==> config.mk <==
export PLATFORM = sky130hd
export DESIGN_NAME = dtp_timing
export DESIGN_NICKNAME = d
export VERILOG_FILES = /design/src/dtp_pkg.sv /design/src/dtp_cnt_if.sv /design/src/dtp_timing.sv /design/src/dtp_decode.sv
export SDC_FILE = /design/constraint.sdc
export NUM_CORES = 1
export LEC_CHECK = 0
export ABC_AREA = 1
export BUFFER_PORTS_ARGS = -buffer_cell sky130_fd_sc_hd__buf_4
export CAP_MARGIN = 20
export CORE_MARGIN = 2
export CORE_UTILIZATION = 35
export DETAILED_ROUTE_END_ITERATION = 6
export PLACE_DENSITY_LB_ADDON = 0.12
export SYNTH_ARGS = -nofsm -noshare
export SYNTH_HDL_FRONTEND = slang
export SYNTH_SLANG_ARGS = --single-unit
==> constraint.sdc <==
create_clock -name sys_clk -period 6.6 [get_ports sys_clk]
set_input_delay 0.66 -clock sys_clk [delete_from_list [all_inputs] [get_ports sys_clk]]
set_output_delay 0.66 -clock sys_clk [all_outputs]
set_load 0.005 [all_outputs]
==> src/dtp_pkg.sv <==
// Constants, tables and types for the DRAM command-timing parameter block
package dtp_pkg;

  // ==========================================================
  // Register location and layout
  localparam logic [7:0] DTP_REG_OFFSET = 8'h78;
  localparam logic [31:0] DTP_WR_MASK = 32'h7FFC_FC00;  // Bits 31, 17:16 and 9:0 stay zero
  localparam logic [31:0] DTP_RESET = 32'h0000_0000;
  localparam int SLOT_ADD_BIT = 30;

  // ==========================================================
  // Two-bit timing fields, in table order
  localparam int NFIELD = 9;
  localparam int F_WRRD = 0;
  localparam int F_RDWR = 1;
  localparam int F_RKRD = 2;
  localparam int F_RFC = 3;
  localparam int F_RRD = 4;
  localparam int F_WTR = 5;
  localparam int F_RC = 6;
  localparam int F_DAL = 7;
  localparam int F_RCD = 8;
  localparam int FIELD_LSB [NFIELD] = '{28, 26, 24, 22, 20, 18, 14, 12, 10};

  // ==========================================================
  // Counts in command clocks, index {freq, code}; zero marks a reserved encoding
  localparam int CNT_W = 6;
  typedef logic [CNT_W-1:0] dtp_cnt_t;
  localparam dtp_cnt_t CNT_TBL [NFIELD][16] = '{
    '{6'h00, 6'h01, 6'h02, 6'h00, 6'h00, 6'h01, 6'h02, 6'h00, 6'h00, 6'h01, 6'h02, 6'h03, 6'h00, 6'h00, 6'h00, 6'h00},
    '{6'h00, 6'h01, 6'h02, 6'h00, 6'h00, 6'h01, 6'h02, 6'h00, 6'h00, 6'h01, 6'h02, 6'h03, 6'h00, 6'h00, 6'h00, 6'h00},
    '{6'h00, 6'h01, 6'h02, 6'h00, 6'h00, 6'h01, 6'h02, 6'h00, 6'h00, 6'h01, 6'h02, 6'h03, 6'h00, 6'h00, 6'h00, 6'h00},
    '{6'h00, 6'h00, 6'h0A, 6'h10, 6'h00, 6'h00, 6'h0D, 6'h14, 6'h0F, 6'h15, 6'h1A, 6'h28, 6'h00, 6'h00, 6'h00, 6'h00},
    '{6'h01, 6'h02, 6'h03, 6'h00, 6'h01, 6'h02, 6'h03, 6'h00, 6'h01, 6'h02, 6'h03, 6'h04, 6'h00, 6'h00, 6'h00, 6'h00},
    '{6'h01, 6'h02, 6'h03, 6'h00, 6'h01, 6'h02, 6'h03, 6'h00, 6'h02, 6'h00, 6'h00, 6'h00, 6'h00, 6'h00, 6'h00, 6'h00},
    '{6'h00, 6'h08, 6'h09, 6'h00, 6'h00, 6'h00, 6'h0A, 6'h00, 6'h00, 6'h0C, 6'h0D, 6'h00, 6'h00, 6'h00, 6'h00, 6'h00},
    '{6'h04, 6'h05, 6'h00, 6'h00, 6'h00, 6'h06, 6'h00, 6'h00, 6'h06, 6'h07, 6'h00, 6'h00, 6'h00, 6'h00, 6'h00, 6'h00},
    '{6'h00, 6'h02, 6'h03, 6'h04, 6'h00, 6'h03, 6'h05, 6'h06, 6'h00, 6'h03, 6'h04, 6'h05, 6'h00, 6'h00, 6'h00, 6'h00}
  };
  // Longest legal count per field, used when a reserved code is programmed
  localparam dtp_cnt_t CNT_SAFE [NFIELD] = '{6'h03, 6'h03, 6'h03, 6'h28, 6'h04, 6'h03, 6'h0D, 6'h07, 6'h06};

  // ==========================================================
  // Data burst length in command clocks and reset values
  localparam dtp_cnt_t BURST_CLKS = 6'h02;
  localparam dtp_cnt_t CNT_ZERO = 6'h00;
  localparam dtp_cnt_t CNT_ONE = 6'h01;

  // ==========================================================
  // Operating points and scheduler commands
  typedef enum logic [1:0] {
    FREQ_266 = 2'b00,
    FREQ_333 = 2'b01,
    FREQ_400 = 2'b10
  } dtp_freq_t;

  typedef enum logic [2:0] {
    CMD_ACT = 3'b000,
    CMD_RD = 3'b001,
    CMD_WR = 3'b010,
    CMD_WRA = 3'b011,
    CMD_REF = 3'b100,
    CMD_NOP = 3'b111
  } dtp_cmd_t;

endpackage

==> src/dtp_cnt_if.sv <==
// Field codes out to the count decoder and command-clock counts back
interface dtp_cnt_if;
  import dtp_pkg::*;
  logic [1:0] freq;
  logic [1:0] code [NFIELD];
  dtp_cnt_t cnt [NFIELD];
  logic [NFIELD-1:0] bad;
  modport dec (input freq, input code, output cnt, output bad);
  modport ctl (output freq, output code, input cnt, input bad);
endinterface

==> src/dtp_timing.sv <==
// Upper DRAM timing register and the command spacing it enforces
// ==========================================================
module dtp_timing
  import dtp_pkg::*;
#(
  parameter int NRANK = 8,
  parameter int RANK_W = 3
) (
  // Clock and reset
  input wire logic sys_clk,
  input wire logic rst_n,
  // Configuration access
  input wire logic cfg_wr,
  input wire logic cfg_rd,
  input wire logic [7:0] cfg_addr,
  input wire logic [31:0] cfg_wdata,
  output logic [31:0] cfg_rdata_q,
  output logic cfg_rvalid_q,
  // Operating point, from same-clock configuration logic
  input wire logic [1:0] ddr_freq,
  // Commands issued by the scheduler
  input wire logic cmd_issue,
  input wire dtp_cmd_t cmd_kind,
  input wire logic [RANK_W-1:0] cmd_rank,
  // Issue permissions for the next command clock
  output logic [NRANK-1:0] act_ok_q,
  output logic [NRANK-1:0] rd_ok_q,
  output logic [NRANK-1:0] wr_ok_q,
  output logic ref_ok_q,
  output logic cfg_bad_q
);

  // ==========================================================
  // Timing register
  logic [31:0] dram_timing_params_q;
  wire reg_hit = (cfg_addr == DTP_REG_OFFSET);
  wire reg_we = cfg_wr && reg_hit;
  wire [31:0] reg_rd_val = reg_hit ? dram_timing_params_q : 32'h0000_0000;

  // Masked write keeps reserved and out-of-scope bits at zero
  always_ff @(posedge sys_clk) begin
    if (!rst_n) begin
      dram_timing_params_q <= DTP_RESET;
    end else if (reg_we) begin
      dram_timing_params_q <= cfg_wdata & DTP_WR_MASK;
    end
  end

  // Read answer one clock after the strobe; unmapped addresses read zero
  always_ff @(posedge sys_clk) begin
    if (!rst_n) begin
      cfg_rdata_q <= 32'h0000_0000;
      cfg_rvalid_q <= 1'b0;
    end else begin
      cfg_rdata_q <= cfg_rd ? reg_rd_val : 32'h0000_0000;
      cfg_rvalid_q <= cfg_rd;
    end
  end

  // ==========================================================
  // Field decode to command clocks
  dtp_cnt_if tif ();
  assign tif.freq = ddr_freq;
  genvar f;
  generate
    for (f = 0; f < NFIELD; f++) begin : g_code
      assign tif.code[f] = dram_timing_params_q[FIELD_LSB[f] +: 2];
    end
  endgenerate
  dtp_decode u_decode (
    .tif (tif.dec)
  );

  // ==========================================================
  // Spacing loads; a counter loaded with L admits the next command L+1 clocks later.
  // All counts are command clocks, so counters tick on every sys_clk edge.
  wire slot_add = dram_timing_params_q[SLOT_ADD_BIT];
  wire dtp_cnt_t ld_wrrd = 6'(BURST_CLKS + tif.cnt[F_WRRD] - CNT_ONE - CNT_ONE);
  wire dtp_cnt_t ld_wtr = 6'(BURST_CLKS + tif.cnt[F_WTR] - CNT_ONE);
  wire dtp_cnt_t ld_rdwr = 6'(BURST_CLKS + tif.cnt[F_RDWR] - CNT_ONE - CNT_ONE);
  wire dtp_cnt_t ld_rkrd = 6'(BURST_CLKS + tif.cnt[F_RKRD] - CNT_ONE - CNT_ONE);
  wire dtp_cnt_t ld_slot = 6'(BURST_CLKS + tif.cnt[F_RKRD] - CNT_ONE);
  wire dtp_cnt_t ld_col = 6'(BURST_CLKS - CNT_ONE);
  wire dtp_cnt_t ld_rfc = 6'(tif.cnt[F_RFC] - CNT_ONE);
  wire dtp_cnt_t ld_rrd = 6'(tif.cnt[F_RRD] - CNT_ONE);
  wire dtp_cnt_t ld_rc = 6'(tif.cnt[F_RC] - CNT_ONE);
  wire dtp_cnt_t ld_dal = 6'(BURST_CLKS + tif.cnt[F_DAL] - CNT_ONE);
  wire dtp_cnt_t ld_rcd = 6'(tif.cnt[F_RCD] - CNT_ONE);

  // Command classes seen this clock
  wire is_act = cmd_issue && (cmd_kind == CMD_ACT);
  wire is_rd = cmd_issue && (cmd_kind == CMD_RD);
  wire is_wr = cmd_issue && ((cmd_kind == CMD_WR) || (cmd_kind == CMD_WRA));
  wire is_wra = cmd_issue && (cmd_kind == CMD_WRA);
  wire is_ref = cmd_issue && (cmd_kind == CMD_REF);
  wire [RANK_W-2:0] cmd_slot = cmd_rank[RANK_W-1:1];
  wire slot_last = (cmd_slot == {(RANK_W-1){1'b1}});

  // Count down, or take the longer of the running and new spacing so no limit is cut short
  function automatic dtp_cnt_t step(input dtp_cnt_t cur, input logic load, input dtp_cnt_t val);
    dtp_cnt_t dec;
    dec = (cur == CNT_ZERO) ? CNT_ZERO : 6'(cur - CNT_ONE);
    step = (load && (val > dec)) ? val : dec;
  endfunction

  // ==========================================================
  // Shared spacing counters
  dtp_cnt_t wrrd_q, rdwr_q, rkrd_q, slot_q, col_q, rfc_q, rrd_q;
  logic [RANK_W-1:0] last_rd_rank_q, last_act_rank_q;
  wire dtp_cnt_t wrrd_d = step(wrrd_q, is_wr, (ld_wtr > ld_wrrd) ? ld_wtr : ld_wrrd);
  wire dtp_cnt_t rdwr_d = step(rdwr_q, is_rd, ld_rdwr);
  wire dtp_cnt_t rkrd_d = step(rkrd_q, is_rd, ld_rkrd);
  wire dtp_cnt_t slot_d = step(slot_q, is_rd && slot_add && slot_last, ld_slot);
  wire dtp_cnt_t col_d = step(col_q, is_rd || is_wr, ld_col);
  wire dtp_cnt_t rfc_d = step(rfc_q, is_ref, ld_rfc);
  wire dtp_cnt_t rrd_d = step(rrd_q, is_act, ld_rrd);
  wire [RANK_W-1:0] last_rd_rank_d = is_rd ? cmd_rank : last_rd_rank_q;
  wire [RANK_W-1:0] last_act_rank_d = is_act ? cmd_rank : last_act_rank_q;

  // Shared counters update; every edge is one command clock
  always_ff @(posedge sys_clk) begin
    if (!rst_n) begin
      wrrd_q <= CNT_ZERO;
      rdwr_q <= CNT_ZERO;
      rkrd_q <= CNT_ZERO;
      slot_q <= CNT_ZERO;
      col_q <= CNT_ZERO;
      rfc_q <= CNT_ZERO;
      rrd_q <= CNT_ZERO;
      last_rd_rank_q <= '0;
      last_act_rank_q <= '0;
    end else begin
      wrrd_q <= wrrd_d;
      rdwr_q <= rdwr_d;
      rkrd_q <= rkrd_d;
      slot_q <= slot_d;
      col_q <= col_d;
      rfc_q <= rfc_d;
      rrd_q <= rrd_d;
      last_rd_rank_q <= last_rd_rank_d;
      last_act_rank_q <= last_act_rank_d;
    end
  end

  // ==========================================================
  // Per-rank counters and permissions, computed from next state so they carry no lag
  logic [NRANK-1:0] bank_idle_d;
  logic [NRANK-1:0] rd_ok_d, wr_ok_d, act_ok_d;
  genvar r;
  generate
    for (r = 0; r < NRANK; r++) begin : g_rank
      dtp_cnt_t rc_q, dal_q, rcd_q;
      wire hit = (cmd_rank == RANK_W'(r));
      wire dtp_cnt_t rc_d = step(rc_q, is_act && hit, ld_rc);
      wire dtp_cnt_t dal_d = step(dal_q, is_wra && hit, ld_dal);
      wire dtp_cnt_t rcd_d = step(rcd_q, is_act && hit, ld_rcd);
      wire same_rd = (last_rd_rank_d == RANK_W'(r));
      wire same_act = (last_act_rank_d == RANK_W'(r));
      wire to_slot0 = (r / 2 == 0);
      // Read admits: write turnaround, column gap, activate delay, refresh, rank switch, slot switch
      assign rd_ok_d[r] = (wrrd_d == CNT_ZERO) && (col_d == CNT_ZERO) && (rcd_d == CNT_ZERO)
                          && (rfc_d == CNT_ZERO) && (same_rd || (rkrd_d == CNT_ZERO))
                          && !(to_slot0 && (slot_d != CNT_ZERO));
      assign wr_ok_d[r] = (rdwr_d == CNT_ZERO) && (col_d == CNT_ZERO) && (rcd_d == CNT_ZERO)
                          && (rfc_d == CNT_ZERO);
      assign act_ok_d[r] = (rfc_d == CNT_ZERO) && (rc_d == CNT_ZERO) && (dal_d == CNT_ZERO)
                           && (!same_act || (rrd_d == CNT_ZERO));
      assign bank_idle_d[r] = (rc_d == CNT_ZERO) && (dal_d == CNT_ZERO);

      // Rank counters
      always_ff @(posedge sys_clk) begin
        if (!rst_n) begin
          rc_q <= CNT_ZERO;
          dal_q <= CNT_ZERO;
          rcd_q <= CNT_ZERO;
        end else begin
          rc_q <= rc_d;
          dal_q <= dal_d;
          rcd_q <= rcd_d;
        end
      end
    end
  endgenerate

  // ==========================================================
  // Refresh permission and reserved-code flag
  wire ref_ok_d = (rfc_d == CNT_ZERO) && (&bank_idle_d);

  // A reserved code still runs at the slowest legal timing; the flag only tells software.
  // Permission vectors are registered whole here so each output has a single driver.
  always_ff @(posedge sys_clk) begin
    if (!rst_n) begin
      rd_ok_q <= '0;
      wr_ok_q <= '0;
      act_ok_q <= '0;
      ref_ok_q <= 1'b0;
      cfg_bad_q <= 1'b0;
    end else begin
      rd_ok_q <= rd_ok_d;
      wr_ok_q <= wr_ok_d;
      act_ok_q <= act_ok_d;
      ref_ok_q <= ref_ok_d;
      cfg_bad_q <= |tif.bad;
    end
  end

endmodule

==> src/dtp_decode.sv <==
// Turns each timing field code into a count of command clocks
module dtp_decode
  import dtp_pkg::*;
(
  // Codes in, counts out
  dtp_cnt_if.dec tif
);

  // ==========================================================
  // Table lookup, one per field
  genvar i;
  generate
    for (i = 0; i < NFIELD; i++) begin : g_fld
      wire [3:0] idx = {tif.freq, tif.code[i]};
      wire dtp_cnt_t raw = CNT_TBL[i][idx];
      // Reserved codes fall back to the slowest legal timing, never to zero spacing
      assign tif.bad[i] = (raw == CNT_ZERO);
      assign tif.cnt[i] = (raw == CNT_ZERO) ? CNT_SAFE[i] : raw;
    end
  endgenerate

endmodule

==> results of run 1 <==
## cell usage after synthesis, types with 8 or more instances
master	n
buf_4	13
ha_1	234
xor2_1	22
nor3_1	33
o21bai_1	16
o21ai_0	122
a21oi_2	8
a21o_1	8
inv_1	493
nand2_1	639
clkbuf_1	28
or2_2	32
nand4_1	59
nand3_1	233
nor2_2	10
dfxtp_1	257
o21a_1	15
o21ai_1	16
nor2_1	455
nand2_2	17
o211ai_1	9
a21oi_1	146
## kinds of logic (layout without fill, tap and decap cells)
family | count (synthesis) | after routing | share of synthesized area
other | 1 | 41 | 0.0001979
buffers and inverters | 553 | 654 | 0.1133
DFF | 257 | 257 | 0.2716
adders and majority gates | 234 | 234 | 0.1545
and+or+nand+nor | 1504 | 1504 | 0.3393
AOI/OAI and AO/OA | 369 | 369 | 0.1099
xor gates and xnor gates | 23 | 23 | 0.01063
muxes | 1 | 1 | 0.0005284
## per-layer routing
layer	vias up	global-route usage
met1	8294	0.2434
li1	9582	-
met3	67	0.02471
met4	0	0.05524
met2	325	0.3255
met5	-	0
## sequential cells by signal (all words and copies together) (netlist names), 6 cells and up
signal / cells
rrd_q: 6
rd_ok_q: 8
rfc_q: 6
g_rank.rcd_q: 48
act_ok_q: 8
rdwr_q: 6
wr_ok_q: 8
slot_q: 6
g_rank.dal_q: 48
g_rank.rc_q: 48
col_q: 6
dram_timing_params_q: 19
wrrd_q: 6
rkrd_q: 6
cfg_rdata_q: 19
## worst max-delay path, stage by stage, from the launching register on
cell and delay (ns):
dfxtp_1 0.37, inv_1 0.11, ha_1 0.31, o21ai_0 0.08, o21ai_1 0.09, buf_4 0.24, inv_1 0.08, nor3_1 0.30
nor2_1 0.12, ha_1 0.22, ha_1 0.27, clkinv_1 0.55, ha_1 0.56, nand3_1 0.09, o211ai_1 0.21, nand2_2 0.15
o21ai_0 0.31, nand4_1 0.13, nor2_1 0.24, nand3_1 0.11, a21oi_1 0.15
## report_power, final
group	switching, mW	internal [mW]	total (mW)
combinational	4.69	2.65	7.34
sequential	0.255	2.02	2.27
clock	0.729	1.11	1.84
## stage by stage
stage	instance area (sq um)	utilization
finish	21510	0.4004
detailed placement	20400	0.3798
global route	21510	0.4004
floorplan	19100	-
global placement	20400	0.3798
CTS	21510	0.4004
## cell type report
class / count / area (sq um)
Clock buffer: 45 / 964.7
Multi-Input combinational cell: 2172 / 11800
Clock inverter: 15 / 142.6
Fill cell: 5648 / 32200
Sequential cell: 257 / 5145
Timing Repair Buffer: 92 / 690.7
Tap cell: 696 / 870.8
Inverter: 502 / 1889
## worst min-delay path by stage
stage	start	end	slack, ns	cells after the start
floorplan	dram_timing_params_q[30]	cfg_rdata_q[30]	0.43	2
global placement	dram_timing_params_q[26]	cfg_rdata_q[26]	0.49	2
detailed placement	dram_timing_params_q[12]	cfg_rdata_q[12]	0.49	2
CTS	cfg_rd	cfg_rvalid_q	0.30	3
global route	cfg_rd	cfg_rvalid_q	0.32	3
finish	cfg_rd	cfg_rvalid_q	0.33	3
==> flow_summary.toml, run 1 <==
[yosys]
synth_top_cells_by_area = "dfxtp_1, ha_1, nand2_1"
synth_flop_cell = "dfxtp_1"
yosysWarnings = 0
synth_cell_types = 53
avgSynthCellArea_sq_um = 6.440
async_reset_ff_frac = 0
synth-seq-cells = 257
netlist.area_leader.share = 0.2716
synth-edff-count = 0
seq_area_frac_synth = 0.2716
syn_inst = 2942
yosys.area.top_type = "dfxtp_1"
syn_area_sq_um = 18950

[global_routing]
grt_usage = 0.1880
antenna_found_initial = 0
grt_pass1_vias = 17730
grt_max_degree = 109
grt_overflow = 0
grt_pass1_wl_mm = 86.44

[final_layout]
drive_above_1_share = 0.07687
final_cells = 3779
antenna_cells = 0
final_common_cell = "nand2_1"
layout_common_cells = "nand2_1, inv_1, nor2_1"
fin_nets = 3347
area_growth_pct = 13.52

[power]
finalPower_mw = 11.45
power.density_nw_per_um2 = 532.5
p_leak_nw = 11.21
ir_worst_vdd_v = 0.0001954

[clock_tree]
cts_made_buffers = 35
clk-insertion-delay-late_ns = 0.55
htreeDepth = 2
clockBufferDepth = 3
cts_resized = 0
cts_sinks = 257
clock-root-buffer = "clkbuf_16"
clk_pin_slew_ns = 0.06
post_cts_hold_buffer_count = 0
cts_tree = "built"
cts_setup_buffers = 0

[worst_setup_path]
cp_data_arrival_time_ns = 5.22
worstPathMaxFanout = 16
rr_endpoint = "rd_ok_q[5]"
startpoint = "dram_timing_params_q[10]"
rrSetupSlack_ns = 1.85
required_ns = 7.07
r2r-start = "dram_timing_params_q[10]"
startpoint_type = "register"
crit_path_end = "rd_ok_q[5]"
path_class = "register to register"
reg2reg_depth = 20
crit_path_end_kind = "register"

[place]
gp_congestion = 0.8346
dp.cells = 3719
port_buffers = 85
dp_slack_ns = 1.423
hpwl_mm = 39.82

[timing]
setup_viol = 0
fin_worst_skew_ns = 0.01594
grt_setup_unrepaired = "false"
slew_headroom = 0.3744
hold_violations = 0
fmax_mhz = 210.4
finalSetupTns_ns = 0
worst_slack_ns = 1.848
drv_slew = 0
hold_ws_ns = 0.3339
period_needed_ns = 4.752
tightest_slew_ns = 0.9384
period_share = 0.7200

[route]
dr.pass1.iters = 5
route.detailed.drc = 0
first_iter_violations = 771
final_antenna_net_count = 0
drt-vias-per-instance = 4.834
wirelength_met1_mm = 24.58
wl_met2_mm = 24.20
maxUsedRoutingLayer = "met4"
dr_total_vias = 18270
wl_per_cell_um = 13.80
routed_wl_mm = 52.15
dr_wl_met3_mm = 2.118

[die]
die_y_um = 236.7
floorplan.initialDensity = 0.3528
rows = 85
die_width_um = 236.7
ios = 112
core_area_sq_um = 53710
die_area_sq_um = 56010

[job]
drv_cap = 0

[hold_path]
hold_path_class = "input pin to register"

[run_status]
status = "finished, final reports clean"
Note: power is estimated with default switching activity, not from simulation.
==> inputs of run 2 (changes only) <==
Clock period 6.6 ns to 4.3 ns, I/O delays scaled along.
==> run 2 against run 1 <==
Wire length is 2.2% lower. Flip-flop and latch count stayed put. Critical path type unchanged. Global-route usage is 0.61 points lower. First-iteration DRC count increased by 12%. Hold slack got worse by 0.27 ns. Highest routed layer is now met5.
==> flow_summary.toml, run 2 (same netlist as run 1, synthesis figures left out) <==
[power]
ir_worst_vdd_v = 0.0003224
p_leak_nw = 11.34
power.density_nw_per_um2 = 803.2
finalPower_mw = 17.45

[final_layout]
antenna_cells = 0
layout_common_cells = "nand2_1, inv_1, nor2_1"
fin_nets = 3369
drive_above_1_share = 0.08500
area_growth_pct = 14.66
top_regs = "g_rank.dal_q: 48 flops, g_rank.rc_q: 48 flops, g_rank.rcd_q: 48 flops"
final_cells = 3802
final_common_cell = "nand2_1"
fin_area_sq_um = 21720

[timing]
hold_violations = 0
fmax_mhz = 255.4
tightest_slew_ns = 0.9514
finalSetupTns_ns = 0
grt_setup_unrepaired = "false"
period_share = 0.9105
slew_headroom = 0.3657
fin_worst_skew_ns = 0.01746
hold_ws_ns = 0.06099
period_needed_ns = 3.915
drv_slew = 0
setup_viol = 0

[worst_setup_path]
required_ns = 4.82
rr_endpoint = "rd_ok_q[6]"
worstPathMaxFanout = 16
crit_path_end_kind = "register"
path_class = "register to register"
startpoint_type = "register"
rrSetupSlack_ns = 0.38
reg2reg_depth = 20
r2r-start = "dram_timing_params_q[10]"
cp_data_arrival_time_ns = 4.43

[route]
final_antenna_net_count = 0
dr_total_vias = 18110
dr.pass1.iters = 5
routed_wl_mm = 50.98
wl_per_cell_um = 13.41
drt-vias-per-instance = 4.764
first_iter_violations = 864
route.detailed.drc = 0

[clock_tree]
cts_sinks = 257
cts_resized = 0
cts_made_buffers = 31
clk-insertion-delay-late_ns = 0.59
clockBufferDepth = 3
cts_setup_buffers = 0
htreeDepth = 1
post_cts_hold_buffer_count = 0
clock-root-buffer = "clkbuf_16"
clk_pin_slew_ns = 0.06
cts_tree = "built"

[die]
die_y_um = 236.7
die_width_um = 236.7
die_area_sq_um = 56010
ios = 112
floorplan.initialDensity = 0.3528
core_area_sq_um = 53710
rows = 85

[job]
drv_cap = 0

[global_routing]
antenna_found_initial = 1
grt_overflow = 0
grt_pass1_wl_mm = 83.77
grt_usage = 0.1819
grt_pass1_vias = 17050
grt_max_degree = 114

[hold_path]
hold_path_class = "input pin to register"
min-delay-start = "cfg_rd"
hold_path_depth = 3
hold_end = "cfg_rvalid_q"

[place]
port_buffers = 85
hpwl_mm = 39.54
dpl_cell_area_sq_um = 20620
dp.cells = 3745
gp_congestion = 0.8518

[run_status]
status = "finished, final reports clean"
-- run 2: final cells by class --
| cell class | instances | area [sq um] |
|---|---|---|
| Clock buffer | 47 | 965.9 |
| Clock inverter | 10 | 135.1 |
| Fill cell | 5625 | 31980 |
| Inverter | 502 | 1889 |
| Multi-Input combinational cell | 2172 | 11810 |
| Sequential cell | 257 | 5145 |
| Tap cell | 696 | 870.8 |
| Timing Repair Buffer | 118 | 910.9 |
-- run 2: worst max path at each step --
| stage | depth (start not counted) | end | slack [ns] | startpoint |
|---|---|---|---|---|
| global placement | 25 | rd_ok_q[2] | 0.18 | ddr_freq[0] |
| floorplan | 23 | rd_ok_q[1] | 0.36 | ddr_freq[1] |
| CTS | 22 | rd_ok_q[1] | 0.32 | dram_timing_params_q[10] |
| global route | 21 | rd_ok_q[4] | 0.03 | dram_timing_params_q[10] |
| finish | 20 | rd_ok_q[6] | 0.38 | dram_timing_params_q[10] |
| detailed placement | 25 | rd_ok_q[3] | 0.19 | ddr_freq[0] |
-- run 2: where the power goes --
group	leakage (nW)	internal, mW	switching, mW
combinational	8.68	4.08	7.09
sequential	2.11	3.10	0.390
clock	0.546	1.71	1.07
-- run 2: critical path: stages, from the launching register on --
cell and delay, ns:
dfxtp_1 0.37, inv_1 0.11, ha_1 0.30, o21ai_0 0.07, o21ai_1 0.12, inv_1 0.08
nor3_1 0.24, nor2_1 0.11, ha_1 0.22, ha_1 0.28, clkinv_1 0.05, buf_4 0.22
ha_1 0.31, nand4_1 0.11, o221ai_1 0.21, nand2_2 0.16, o21ai_0 0.30, nand4_1 0.13
nor2_1 0.22, nand3_1 0.12, a21oi_1 0.12
-- run 2: stage by stage --
| stage | setup slack (ns) | util |
|---|---|---|
| floorplan | 0.3636 | - |
| global placement | 0.1832 | 0.3839 |
| detailed placement | 0.1857 | 0.3839 |
| CTS | 0.3233 | 0.4044 |
| global route | 0.03455 | 0.4045 |
| finish | 0.3849 | 0.4045 |
-- run 2: per-layer routing --
metal  global-route usage  share of wire  up-vias
li1                     -              -     9646
met1               0.2403           0.48     8101
met2               0.3130           0.46      295
met3              0.02262          0.037       67
met4              0.04699          0.022        2
met5                    0        0.00020        -
==> inputs of run 3 (changes only) <==
Settings changed: ABC_AREA 1 to unset, SYNTH_HIERARCHICAL set to 1.
==> run 3 against run 2 <==
The run now ends with negative setup slack left. Total power up 6.4%. Flip-flop and latch count unchanged. Core utilization up 1.9 points. Wire length up 9.9%. Clock power up 9.0%. Global-route usage up 0.55 points. Hold slack better by 0.063 ns. Count of clock-buffer cells in the layout up 4. Cell count down 7.6%. Critical path depth up 2. Clock skew down 0.0043 ns.
==> flow_summary.toml, run 3 <==
[run_status]
status = "complete, but fails checks"
violations = "negative setup slack"

[job]
drv_cap = 0

[timing]
period_needed_ns = 4.352
worst_slack_ns = -0.05209
fin_worst_skew_ns = 0.01314
period_share = 1.012
fmax_mhz = 229.8
grt_setup_unrepaired = "true"
finalSetupTns_ns = -0.2485
slew_headroom = 0.3289
drv_slew = 0
hold_violations = 0
tightest_slew_ns = 1.007
setup_viol = 8

[clock_tree]
htreeDepth = 2
clockBufferDepth = 3
cts_made_buffers = 35
clock-root-buffer = "clkbuf_16"
cts_sinks = 257
clk_pin_slew_ns = 0.06
cts_tree = "built"
clk-insertion-delay-late_ns = 0.55

[yosys]
async_reset_ff_frac = 0
synth-seq-cells = 257
synth-compound-area-share = 0.1447
netlist.area_leader.share = 0.2594
yosys.area.top_type = "dfxtp_1"
synth_common_cells = "nor2_1, ha_1, dfxtp_1"
syn_inst = 2536
yosysMostFrequentCell = "nor2_1"
synthMuxAreaShare = 0.05626
synth_top_cells_by_area = "dfxtp_1, ha_1, nor2_1"
synth_cell_types = 80
synth-edff-count = 0
synthXorXnorAreaFrac = 0.04150
synth_flop_cell = "dfxtp_1"
yosys.area_share.simple = 0.2640
seq_area_frac_synth = 0.2594
syn_area_sq_um = 19840
synth_top_family_by_area = "simple AND/OR/NAND/NOR gates"
yosysWarnings = 6
avgSynthCellArea_sq_um = 7.822
synth-adder-area-share = 0.1665

[route]
wirelength_met1_mm = 26.51
routed_wl_mm = 56.03
final_antenna_net_count = 0
wl_met2_mm = 25.50
dr_total_vias = 17870
maxUsedRoutingLayer = "met4"
first_iter_violations = 814
wl_per_cell_um = 15.95
route.detailed.drc = 0
dr_wl_met3_mm = 2.359
drt-vias-per-instance = 5.087
dr.pass1.iters = 5

[global_routing]
grt_usage = 0.1874
grt_max_degree = 86
grt_pass1_wl_mm = 90.16
antenna_found_initial = 0
grt_pass1_vias = 17440
grt_overflow = 0

[die]
die_width_um = 242.1
die_y_um = 242.1
rows = 87
ios = 112
floorplan.initialDensity = 0.3532
die_area_sq_um = 58600
core_area_sq_um = 56170

[final_layout]
layout_common_cells = "nor2_1, ha_1, dfxtp_1"
top_regs = "g_rank.dal_q: 48 flops, g_rank.rc_q: 48 flops, g_rank.rcd_q: 48 flops"
area_growth_pct = 19.77
final_common_cell = "nor2_1"
antenna_cells = 0
drive_above_1_share = 0.1621
fin_nets = 3052
fin_area_sq_um = 23760
final_cells = 3513
fill_cells = 5732

[place]
port_buffers = 85
hpwl_mm = 42.15
gp_congestion = 0.8378
dp.cells = 3438
dpl_cell_area_sq_um = 22120

[worst_setup_path]
worstPathMaxFanout = 3
rrSetupSlack_ns = -0.05
slowest_stage = "dfxtp_2"
rr_endpoint = "rd_ok_q[1]"
path_cells = "inv_2 -> ha_4 -> inv_2 -> o32a_1 -> ha_2 -> xor2_2 -> ha_1 -> and4_4 -> o21ai_2 -> o211a_1 -> or3_4 -> and2_4 -> ha_4 -> a21o_1 -> a21o_1 -> a221oi_4 -> buf_6 -> nor2_4 -> a31oi_4 -> o2111ai_4 -> o21ba_4 -> nor4b_4"
cpPeakStageDelay_ns = 0.34
path_class = "register to register"
cp_data_arrival_time_ns = 4.80
reg2reg_depth = 22
required_ns = 4.75
r2r-start = "dram_timing_params_q[18]"
startpoint_type = "register"
crit_path_end_kind = "register"

[hold_path]
hold_path_class = "input pin to register"
hold_end = "dram_timing_params_q[14]"
hold_path_depth = 3
min-delay-start = "cfg_wdata[14]"

[power]
finalPower_mw = 18.56
power.density_nw_per_um2 = 781.3
p_leak_nw = 10.59
ir_worst_vdd_v = 0.0003210
## run 3: cell types whose count changed in the layout (fill, tap and decap cells not counted), moves of 34 or more
cell / before / now
nor2b_1: 0 / 55
nand3_1: 233 / 39
nor3_1: 33 / 93
a21oi_1: 146 / 192
inv_1: 492 / 174
nand2_1: 638 / 151
mux2i_1: 1 / 79
nand2b_1: 0 / 64
nor2_1: 455 / 401
o21ai_0: 121 / 39
xnor2_1: 1 / 35
buf_4: 116 / 231
a211oi_1: 3 / 63
## run 3: how the worst max path moves through the flow
stage,startpoint,to,slack [ns]
detailed placement,ddr_freq[1],rd_ok_q[1],-0.36
CTS,dram_timing_params_q[18],rd_ok_q[1],-0.13
global placement,dram_timing_params_q[18],rd_ok_q[0],-0.23
floorplan,ddr_freq[0],rd_ok_q[0],-0.23
finish,dram_timing_params_q[18],rd_ok_q[1],-0.05
global route,dram_timing_params_q[18],rd_ok_q[1],-0.23
## run 3: layout make-up
class | instances | area [sq um] | area share
flip-flops and latches | 257 | 5149 | 0.2167
inverters | 192 | 726.9 | 0.03060
multi-input cells | 2012 | 13930 | 0.5862
clock buffers | 51 | 1069 | 0.04497
clock inverters | 8 | 125.1 | 0.005266
well taps | 756 | 945.9 | 0.03981
repair buffers | 237 | 1818 | 0.07651
## run 3: per-layer routing
layer | vias to the layer above | track usage
met5 | - | 0
met3 | 87 | 0.03778
met4 | 0 | 0.06155
met1 | 8313 | 0.2419
li1 | 9176 | -
met2 | 296 | 0.3120
## run 3: through the flow
stage	utilization	hold WS (ns)	setup slack [ns]
2_1_floorplan	-	0.4741	-0.2258
3_3_place_gp	0.3933	0.4909	-0.2340
3_5_place_dp	0.3938	0.5016	-0.3560
4_1_cts	0.4187	0.09399	-0.1276
5_1_grt	0.4230	0.1186	-0.2258
6_report	0.4230	0.1243	-0.05209
## run 3: report_power, final
part / switching (mW) / internal [mW] / total, mW
combinational: 6.48 / 5.28 / 11.8
clock: 1.14 / 1.89 / 3.04
sequential: 0.643 / 3.13 / 3.77
## run 3: cell families after synthesis
| family | count (synthesis) |
|---|---|
| AOI/OAI and AO/OA | 455 |
| xor gates and xnor gates | 94 |
| adders and majority gates | 264 |
| buffers and inverters | 305 |
| DFF | 257 |
| muxes | 108 |
| other | 3 |
| and+or+nand+nor | 1050 |
## run 3: what timing repair did
item                       4_1_cts  5_1_grt
setup buffers                    9        8
resized for setup               32       39
setup endpoints to repair        9       30
hold buffers                     0        0
pin swaps                       20       21
## run 3: worst max-delay path: cells and delay by family (launching register included)
kind	cells	cell delay, ns
compound gates	9	1.67
fa+ha+maj	4	0.97
simple gates	5	0.90
flops	1	0.34
buf+inv	3	0.24
xor+xnor	1	0.15
